**src/hw/plpr_defines.svh**
```systemverilog
// Constants for the low-power extended capability register bank
// What this block does
// RULE1: The upstream port holds a writable ten-bit no-snoop latency value in bits 25:16 of dword 234h, zero after reset.
// RULE2: The upstream port holds a writable three-bit no-snoop latency scale in bits 28:26, zero after reset.
// RULE3: The no-snoop latency fields exist only on the upstream port, in the dword at offset 234h.
// RULE4: Bits 15:0 of the substates capability header always read as identifier 001Eh.
// RULE5: Bits 19:16 of the substates header and the containment header always read as version 1h.
// RULE6: The substates header next pointer reads 260h on the upstream port and 250h on downstream ports.
// RULE7: Capability bit 1 reports PCI-PM L1.1 support, read-only, one after reset, reloadable from EEPROM.
// RULE8: Capability bit 3 reports ASPM L1.1 support, read-only, zero after reset, reloadable from SMBus or EEPROM.
// RULE9: Capability bit 4 reports substates support, read-only, one after reset, reloadable from EEPROM.
// RULE10: Control 1 bit 1 is a writable PCI-PM L1.1 enable, zero after reset, on every port.
// RULE11: Control 1 bit 3 is a writable ASPM L1.1 enable, zero after reset, on every port.
// RULE12: On downstream ports bits 15:0 of the containment header read as identifier 001Dh.
// RULE13: The containment header next pointer reads zero to end the capability chain.
// RULE14: The low half of the upstream latency dword holds a writable snoop value in bits 9:0 and scale in bits 12:10.
// RULE15: Reserved bits and all of control 2 read zero, and writes to read-only or reserved bits change nothing.
`ifndef PLPR_DEFINES_SVH
`define PLPR_DEFINES_SVH

// ****************************************
// Register offsets
// ****************************************
`define PLPR_OFF_LATENCY      12'h234
`define PLPR_OFF_SUB_HEADER   12'h240
`define PLPR_OFF_SUB_FLAGS    12'h244
`define PLPR_OFF_SUB_CTRL1    12'h248
`define PLPR_OFF_SUB_CTRL2    12'h24C
`define PLPR_OFF_CONT_HEADER  12'h250

// ****************************************
// Field positions
// ****************************************
`define PLPR_POS_SNOOP_VAL    0
`define PLPR_POS_SNOOP_SCL    10
`define PLPR_POS_NOSNOOP_VAL  16
`define PLPR_POS_NOSNOOP_SCL  26
`define PLPR_POS_PCIPM_L11    1
`define PLPR_POS_ASPM_L11     3
`define PLPR_POS_SUBSTATES    4

// ****************************************
// Widths and reset values
// ****************************************
`define PLPR_W_LAT_VAL        10
`define PLPR_W_LAT_SCL        3
`define PLPR_RST_LAT_VAL      10'h000
`define PLPR_RST_LAT_SCL      3'h0
`define PLPR_RST_ENABLE       1'h0
`define PLPR_RST_CAP_PCIPM    1'h1
`define PLPR_RST_CAP_ASPM     1'h0
`define PLPR_RST_CAP_SUB      1'h1

// ****************************************
// Fixed header contents
// ****************************************
`define PLPR_ID_SUBSTATES     16'h001E
`define PLPR_ID_CONTAINMENT   16'h001D
`define PLPR_CAP_VERSION      4'h1
`define PLPR_NEXT_SUB_UP      12'h260
`define PLPR_NEXT_SUB_DOWN    12'h250
`define PLPR_NEXT_END         12'h000

`endif

```
**src/hw/plpr_pkg.sv**
```systemverilog
// Types shared by the low-power capability register bank
package plpr_pkg;

  // Configuration access request
  typedef struct packed {
    logic        valid;
    logic        write;
    logic [11:0] addr;
    logic [3:0]  be;
    logic [31:0] wdata;
  } plpr_cfg_req_t;

  // Configuration access answer
  typedef struct packed {
    logic        valid;
    logic        hit;
    logic [31:0] rdata;
  } plpr_cfg_rsp_t;

  // Substates capability bits
  typedef struct packed {
    logic pcipm_l11;
    logic aspm_l11;
    logic substates;
  } plpr_cap_bits_t;

  // Decoded register
  typedef enum logic [2:0] {
    PLPR_SEL_NONE,
    PLPR_SEL_LATENCY,
    PLPR_SEL_SUB_HEADER,
    PLPR_SEL_SUB_FLAGS,
    PLPR_SEL_SUB_CTRL1,
    PLPR_SEL_SUB_CTRL2,
    PLPR_SEL_CONT_HEADER
  } plpr_sel_t;

endpackage

```
**src/hw/plpr_rw_field.sv**
```systemverilog
// One writable field of a configuration dword, honouring byte enables
`timescale 1ns/1ns
`default_nettype none

module plpr_rw_field #(
  parameter int              WIDTH = 1,
  parameter int              LSB   = 0,
  parameter logic [WIDTH-1:0] RESET = '0
) (
  input  wire logic             sys_clk,
  input  wire logic             srst,
  input  wire logic             wr_en,
  input  wire logic [3:0]       wr_be,
  input  wire logic [31:0]      wr_data,
  output var  logic [WIDTH-1:0] value
);

  // ****************************************
  // Per-bit storage, lane chosen by position
  // ****************************************
  for (genvar i = 0; i < WIDTH; i++) begin : g_bit
    always_ff @(posedge sys_clk) begin
      if (srst) begin
        value[i] <= RESET[i];
      end else if (wr_en && wr_be[(LSB + i) / 8]) begin
        value[i] <= wr_data[LSB + i];
      end
    end
  end

endmodule

`default_nettype wire

```
**src/hw/plpr_regs.sv**
```systemverilog
// Low-power extended capability register bank of one switch port
`timescale 1ns/1ns
`default_nettype none
`include "plpr_defines.svh"

module plpr_regs #(
  parameter bit UPSTREAM_PORT = 1'b1
) (
  input  wire logic                    sys_clk,
  input  wire logic                    srst,
  input  wire plpr_pkg::plpr_cfg_req_t cfg_req,
  output var  plpr_pkg::plpr_cfg_rsp_t cfg_rsp,
  input  wire logic                    eeprom_load_valid,
  input  wire plpr_pkg::plpr_cap_bits_t eeprom_load,
  input  wire logic                    smbus_aspm_valid,
  input  wire logic                    smbus_aspm_value,
  output var  plpr_pkg::plpr_cap_bits_t capability,
  output var  logic                    pcipm_l11_enable,
  output var  logic                    aspm_l11_enable,
  output var  logic [9:0]              snoop_value,
  output var  logic [2:0]              snoop_scale,
  output var  logic [9:0]              nosnoop_value,
  output var  logic [2:0]              nosnoop_scale
);

  // ****************************************
  // Address decode
  // ****************************************
  plpr_pkg::plpr_sel_t sel;
  logic                wr_ok;
  logic                wr_latency;
  logic                wr_ctrl1;
  logic [31:0]         next_rdata;
  logic                next_hit;

  always_comb begin
    sel = plpr_pkg::PLPR_SEL_NONE;
    unique case ({cfg_req.addr[11:2], 2'b00})
      `PLPR_OFF_LATENCY: begin
        // Latency dword only on the upstream port
        if (UPSTREAM_PORT) begin // see RULE3
          sel = plpr_pkg::PLPR_SEL_LATENCY;
        end
      end
      `PLPR_OFF_SUB_HEADER: begin
        sel = plpr_pkg::PLPR_SEL_SUB_HEADER;
      end
      `PLPR_OFF_SUB_FLAGS: begin
        sel = plpr_pkg::PLPR_SEL_SUB_FLAGS;
      end
      `PLPR_OFF_SUB_CTRL1: begin
        sel = plpr_pkg::PLPR_SEL_SUB_CTRL1;
      end
      `PLPR_OFF_SUB_CTRL2: begin
        sel = plpr_pkg::PLPR_SEL_SUB_CTRL2;
      end
      `PLPR_OFF_CONT_HEADER: begin
        // Containment header only on downstream ports
        if (!UPSTREAM_PORT) begin // see RULE12
          sel = plpr_pkg::PLPR_SEL_CONT_HEADER;
        end
      end
      default: begin
        sel = plpr_pkg::PLPR_SEL_NONE;
      end
    endcase
  end

  // ****************************************
  // Write strobes
  // ****************************************
  assign wr_ok      = cfg_req.valid && cfg_req.write;
  assign wr_latency = wr_ok && (sel == plpr_pkg::PLPR_SEL_LATENCY); // see RULE3
  assign wr_ctrl1   = wr_ok && (sel == plpr_pkg::PLPR_SEL_SUB_CTRL1);

  // ****************************************
  // Latency dword fields
  // ****************************************
  plpr_rw_field #(
    .WIDTH (`PLPR_W_LAT_VAL),
    .LSB   (`PLPR_POS_SNOOP_VAL),
    .RESET (`PLPR_RST_LAT_VAL)
  ) u_snoop_value (
    .sys_clk (sys_clk),
    .srst    (srst),
    .wr_en   (wr_latency), // see RULE14
    .wr_be   (cfg_req.be),
    .wr_data (cfg_req.wdata),
    .value   (snoop_value)
  );

  plpr_rw_field #(
    .WIDTH (`PLPR_W_LAT_SCL),
    .LSB   (`PLPR_POS_SNOOP_SCL),
    .RESET (`PLPR_RST_LAT_SCL)
  ) u_snoop_scale (
    .sys_clk (sys_clk),
    .srst    (srst),
    .wr_en   (wr_latency), // see RULE14
    .wr_be   (cfg_req.be),
    .wr_data (cfg_req.wdata),
    .value   (snoop_scale)
  );

  plpr_rw_field #(
    .WIDTH (`PLPR_W_LAT_VAL),
    .LSB   (`PLPR_POS_NOSNOOP_VAL),
    .RESET (`PLPR_RST_LAT_VAL)
  ) u_nosnoop_value (
    .sys_clk (sys_clk),
    .srst    (srst),
    .wr_en   (wr_latency), // see RULE1
    .wr_be   (cfg_req.be),
    .wr_data (cfg_req.wdata),
    .value   (nosnoop_value)
  );

  plpr_rw_field #(
    .WIDTH (`PLPR_W_LAT_SCL),
    .LSB   (`PLPR_POS_NOSNOOP_SCL),
    .RESET (`PLPR_RST_LAT_SCL)
  ) u_nosnoop_scale (
    .sys_clk (sys_clk),
    .srst    (srst),
    .wr_en   (wr_latency), // see RULE2
    .wr_be   (cfg_req.be),
    .wr_data (cfg_req.wdata),
    .value   (nosnoop_scale)
  );

  // ****************************************
  // Control 1 enables
  // ****************************************
  plpr_rw_field #(
    .WIDTH (1),
    .LSB   (`PLPR_POS_PCIPM_L11),
    .RESET (`PLPR_RST_ENABLE)
  ) u_pcipm_enable (
    .sys_clk (sys_clk),
    .srst    (srst),
    .wr_en   (wr_ctrl1), // see RULE10
    .wr_be   (cfg_req.be),
    .wr_data (cfg_req.wdata),
    .value   (pcipm_l11_enable)
  );

  plpr_rw_field #(
    .WIDTH (1),
    .LSB   (`PLPR_POS_ASPM_L11),
    .RESET (`PLPR_RST_ENABLE)
  ) u_aspm_enable (
    .sys_clk (sys_clk),
    .srst    (srst),
    .wr_en   (wr_ctrl1), // see RULE11
    .wr_be   (cfg_req.be),
    .wr_data (cfg_req.wdata),
    .value   (aspm_l11_enable)
  );

  // ****************************************
  // Capability bits with default loading
  // ****************************************
  always_ff @(posedge sys_clk) begin
    if (srst) begin
      capability.pcipm_l11 <= `PLPR_RST_CAP_PCIPM; // see RULE7
    end else if (eeprom_load_valid) begin
      capability.pcipm_l11 <= eeprom_load.pcipm_l11; // see RULE7
    end
  end

  always_ff @(posedge sys_clk) begin
    if (srst) begin
      capability.aspm_l11 <= `PLPR_RST_CAP_ASPM; // see RULE8
    end else if (eeprom_load_valid) begin
      capability.aspm_l11 <= eeprom_load.aspm_l11; // see RULE8
    end else if (smbus_aspm_valid) begin
      capability.aspm_l11 <= smbus_aspm_value; // see RULE8
    end
  end

  always_ff @(posedge sys_clk) begin
    if (srst) begin
      capability.substates <= `PLPR_RST_CAP_SUB; // see RULE9
    end else if (eeprom_load_valid) begin
      capability.substates <= eeprom_load.substates; // see RULE9
    end
  end

  // ****************************************
  // Read data assembly
  // ****************************************
  always_comb begin
    next_rdata = 32'h0000_0000; // see RULE15
    next_hit   = 1'b1;
    unique case (sel)
      plpr_pkg::PLPR_SEL_LATENCY: begin
        next_rdata[`PLPR_POS_SNOOP_VAL +: `PLPR_W_LAT_VAL]   = snoop_value; // see RULE14
        next_rdata[`PLPR_POS_SNOOP_SCL +: `PLPR_W_LAT_SCL]   = snoop_scale; // see RULE14
        next_rdata[`PLPR_POS_NOSNOOP_VAL +: `PLPR_W_LAT_VAL] = nosnoop_value; // see RULE1
        next_rdata[`PLPR_POS_NOSNOOP_SCL +: `PLPR_W_LAT_SCL] = nosnoop_scale; // see RULE2
      end
      plpr_pkg::PLPR_SEL_SUB_HEADER: begin
        next_rdata[15:0]  = `PLPR_ID_SUBSTATES; // see RULE4
        next_rdata[19:16] = `PLPR_CAP_VERSION; // see RULE5
        next_rdata[31:20] = UPSTREAM_PORT ? `PLPR_NEXT_SUB_UP
                                          : `PLPR_NEXT_SUB_DOWN; // see RULE6
      end
      plpr_pkg::PLPR_SEL_SUB_FLAGS: begin
        next_rdata[`PLPR_POS_PCIPM_L11] = capability.pcipm_l11; // see RULE7
        next_rdata[`PLPR_POS_ASPM_L11]  = capability.aspm_l11; // see RULE8
        next_rdata[`PLPR_POS_SUBSTATES] = capability.substates; // see RULE9
      end
      plpr_pkg::PLPR_SEL_SUB_CTRL1: begin
        next_rdata[`PLPR_POS_PCIPM_L11] = pcipm_l11_enable; // see RULE10
        next_rdata[`PLPR_POS_ASPM_L11]  = aspm_l11_enable; // see RULE11
      end
      plpr_pkg::PLPR_SEL_SUB_CTRL2: begin
        next_rdata = 32'h0000_0000; // see RULE15
      end
      plpr_pkg::PLPR_SEL_CONT_HEADER: begin
        next_rdata[15:0]  = `PLPR_ID_CONTAINMENT; // see RULE12
        next_rdata[19:16] = `PLPR_CAP_VERSION; // see RULE5
        next_rdata[31:20] = `PLPR_NEXT_END; // see RULE13
      end
      plpr_pkg::PLPR_SEL_NONE: begin
        next_hit = 1'b0;
      end
    endcase
  end

  // ****************************************
  // Answer register
  // ****************************************
  always_ff @(posedge sys_clk) begin
    if (srst) begin
      cfg_rsp.valid <= 1'b0;
    end else begin
      cfg_rsp.valid <= cfg_req.valid;
    end
  end

  always_ff @(posedge sys_clk) begin
    if (srst) begin
      cfg_rsp.hit   <= 1'b0;
      cfg_rsp.rdata <= 32'h0000_0000;
    end else if (cfg_req.valid) begin
      cfg_rsp.hit   <= next_hit;
      cfg_rsp.rdata <= cfg_req.write ? 32'h0000_0000 : next_rdata;
    end
  end

endmodule

`default_nettype wire

```
**config.mk**
```make
export PLATFORM = sky130hd
export DESIGN_NAME = plpr_regs
export DESIGN_NICKNAME = d
export VERILOG_FILES = /design/src/hw/plpr_pkg.sv /design/src/hw/plpr_rw_field.sv /design/src/hw/plpr_regs.sv
export VERILOG_INCLUDE_DIRS = /design/src /design/src/hw
export SDC_FILE = /design/constraint.sdc
export NUM_CORES = 1
export LEC_CHECK = 0
export BUFFER_PORTS_ARGS = -buffer_cell sky130_fd_sc_hd__buf_2
export CORE_MARGIN = 10
export CORE_UTILIZATION = 30
export CTS_CLUSTER_SIZE = 8
export DETAILED_ROUTE_END_ITERATION = 8
export GPL_TIMING_DRIVEN = 1
export SETUP_SLACK_MARGIN = 0.5
export SYNTH_ARGS = -nofsm -noshare
export SYNTH_HDL_FRONTEND = slang
export SYNTH_HIERARCHICAL = 1
export SYNTH_SLANG_ARGS = --single-unit
```
**constraint.sdc**
```tcl
create_clock -name sys_clk -period 4.05 [get_ports sys_clk]
set_input_delay 1.215 -clock sys_clk [delete_from_list [all_inputs] [get_ports sys_clk]]
set_output_delay 1.215 -clock sys_clk [all_outputs]
set_load 0.05 [all_outputs]
```
==> summary.md <==
| Metric | Value |
|---|---|
| CP Data Arrival Time | 3.10 ns |
| Final instance area | 3540 um2 |
| Relative slew margins | 53.4% |
| WL per Instance | 16.3 um |
| Post-Place Cells | 493 |
| Slowest stage cell, crit path | nor4b_1 |
| Area delta synth->final | 28.6% |
| Req. time, crit path | 4.26 ns |
| Largest net degree at the start of global routing | 37 |
| CP max stage delay | 0.67 ns |
| PD cells | 380 nW/um2 |
| ANT nets after route | 0 |
| Ys Warns | 6 |
| WS Path Type | in2reg |
| Max clock buf depth | 2 |
| Commonest non-fill, non-tap cell in the layout | buf_2 |
| Commonest non-fill, non-tap cells in the layout | buf_2, dfxtp_1, nand3_1 |
| CTS tree | built |
| Setup TNS | 0 ns |
| Achievable frequency | 346 MHz |
| Yosys cell types | 41 |
| Vias | 2495 |
| Register area share after synthesis | 43.7% |
| P_leak | 0.00147 uW |
| Fin. max-slew vios | 0 |
| Gp weighted congestion | 0.739 |
| Worst-path cell chain | buf_2 -> or4b_4 -> nor2_1 -> nand3_1 -> nor4b_1 -> a21bo_1 -> a21oi_2 |
| Origin of the critical flop-to-flop path | capability[2] |
| Final hold violation count | 0 |
| CTS Hold Bufs | 0 |
| R2R cell count | 4 |
| Die Wd | 116 um |
| Setup Buffers After CTS | 0 |
| Crit path from | cfg_req[43] |
| Largest vdd supply drop | 187 uV |
| Full die area | 13400 um2 |
| Worst path top cell family by delay | simple AND/OR/NAND/NOR gates |
| Hold crit path type | reg2reg |
| Initial core utilization | 31.2% |
| WHS Endpoint | cfg_rsp[18] |
| Register-to-register setup slack | 2.58 ns |
| Seq cells post-synth | 60 |
| Synthesized cell area | 2750 um2 |
| Setup Skew | 0.00574 ns |
| Drt pass-1 iters | 4 |
| IO buf count | 109 |
| GRT Total Usage | 12.0% |
| Post-cts sizing count | 0 |
| Max-capacitance violation count | 0 |
| HP Start | cfg_rsp[18] |
| Initial antenna violation count | 0 |
| Final WL | 8.29 mm |
| Vias in the first global route | 2423 |
| Ys flop type | dfxtp_1 |
| Placed cell areas | 3300 um2 |
| Crit-path max FO | 4 |
| Syn avg cell area | 9.42 um2 |
| Synth top area share | 43.7% |
| # setup viols final | 0 |
| Outcome | complete, no violations |
| Count of flip-flops with a built-in enable after synthesis | 0 |
| Dominant cell type by area after synthesis | dfxtp_1 |
| Async set-reset flop share out of synthesis | 0% |
| DR vias/cell | 4.91 |
| CTS Buf Count | 9 |
| # nets final | 454 |
| RR Endpoint | cfg_rsp[1] |
| Bufs and invs on worst path | 1 |
| DRT iter0 DRCs | 116 |
| CP startpoint kind | input port |
| CORE AREA | 8810 um2 |
| DPL Wire Length | 5.92 mm |
| DRC violations left | 0 |
| Gr ovfl total | 0 |
| Share of cells above drive strength 1 | 41.5% |
| Worst Setup End Kind | register |
| Mapped Cells | 292 |
| CTS H-tree lvls | 3 |
| First-pass GRT wire length | 12.9 mm |
| CTS root buf | clkbuf_8 |
| Unrepaired setup endpoints after global routing | false |
| Finished Layout Cells | 508 |
| # diodes | 0 |
| DP Worst Slack | 0.811 ns |
| Worst setup margin | 1.16 ns |
| Chip height | 116 um |
| Minimum clock period after layout | 2.89 ns |
| Clock transition at path regs | 0.07 ns |
| Ports | 123 |
| CTS sink count | 60 |
| Rows | 34 |
| Slew @ Worst Pin | 0.690 ns |
| Fin crit share | 71.3% |
| Hold depth | 2 |
| Top post-synthesis cells by area | dfxtp_1, nand3_1, a21oi_1 |
| Clk_lat worst skew | 0.33 ns |
-- final cells by class --
class	instances	area (um2)
flip-flops and latches	60	1200
inverters	3	11.3
well taps	108	135
fillers	918	5270
clock buffers	10	138
multi-input cells	208	1370
repair buffers	114	583
clock inverters	5	100
-- flip-flops by register name (all words and copies together) (netlist names) --
register / count
u_nosnoop_scale/value: 3
u_snoop_value/value: 10
capability: 3
u_pcipm_enable/value: 1
cfg_rsp: 29
u_nosnoop_value/value: 10
u_snoop_scale/value: 3
u_aspm_enable/value: 1
-- routing by layer --
metal,vias up,global-route usage [%],part of all wire (%)
met5,-,0,0
met4,0,3.59,1.2
met3,10,4.81,7.6
met2,71,18.6,46
met1,1164,14.9,45
li1,1250,-,-
-- cells by family after synthesis --
group           share of synthesized area (%)
simple gates                             23.3
compound gates                           24.9
buf+inv                                  7.32
mux                                     0.364
flops                                    43.7
xor+xnor                                0.318
other cells                             0.136
-- worst max path at each step --
stage                                          end  depth (start not counted)
after floorplan           u_nosnoop_value/value[2]                          7
after global placement        u_pcipm_enable/value                          7
after detailed placement      u_pcipm_enable/value                          7
after CTS                     u_pcipm_enable/value                          7
after global routing           u_aspm_enable/value                          7
final                          u_aspm_enable/value                          7
-- worst min-delay path, delay by kind of cell (launching register included) --
family	cells	cell delay [ns]
simple gates	1	0.06
compound gates	1	0.05
flops	1	0.31
-- Yosys cell counts (4+ instances only) --
library cell / instances
or2b_2: 6
nand3_1: 50
a21bo_1: 12
nand2b_1: 22
buf_2: 4
dfxtp_1: 60
clkbuf_1: 7
a31oi_1: 4
a21oi_2: 7
buf_6: 7
buf_4: 5
a21bo_2: 16
nor2b_1: 4
nor2_1: 4
a21oi_1: 47
-- stage by stage --
stage | util (%) | hold slack, ns | power, uW
after floorplan | - | 0.681 | 665
after global placement | 37.5 | 0.453 | 700
after detailed placement | 37.5 | 0.461 | 701
after CTS | 40.2 | 0.472 | 1360
after global routing | 40.2 | 0.494 | 1400
final | 40.2 | 0.465 | 1350
-- where the power goes --
group / switching [uW] / internal [uW] / leakage, uW
Clock: 239 / 420 / 0.000122
Sequential: 1.59 / 592 / 0.000484
Combinational: 62.0 / 30.8 / 0.000863
Total: 302 / 1040 / 0.00147
Power figures use the tool's default switching activity.
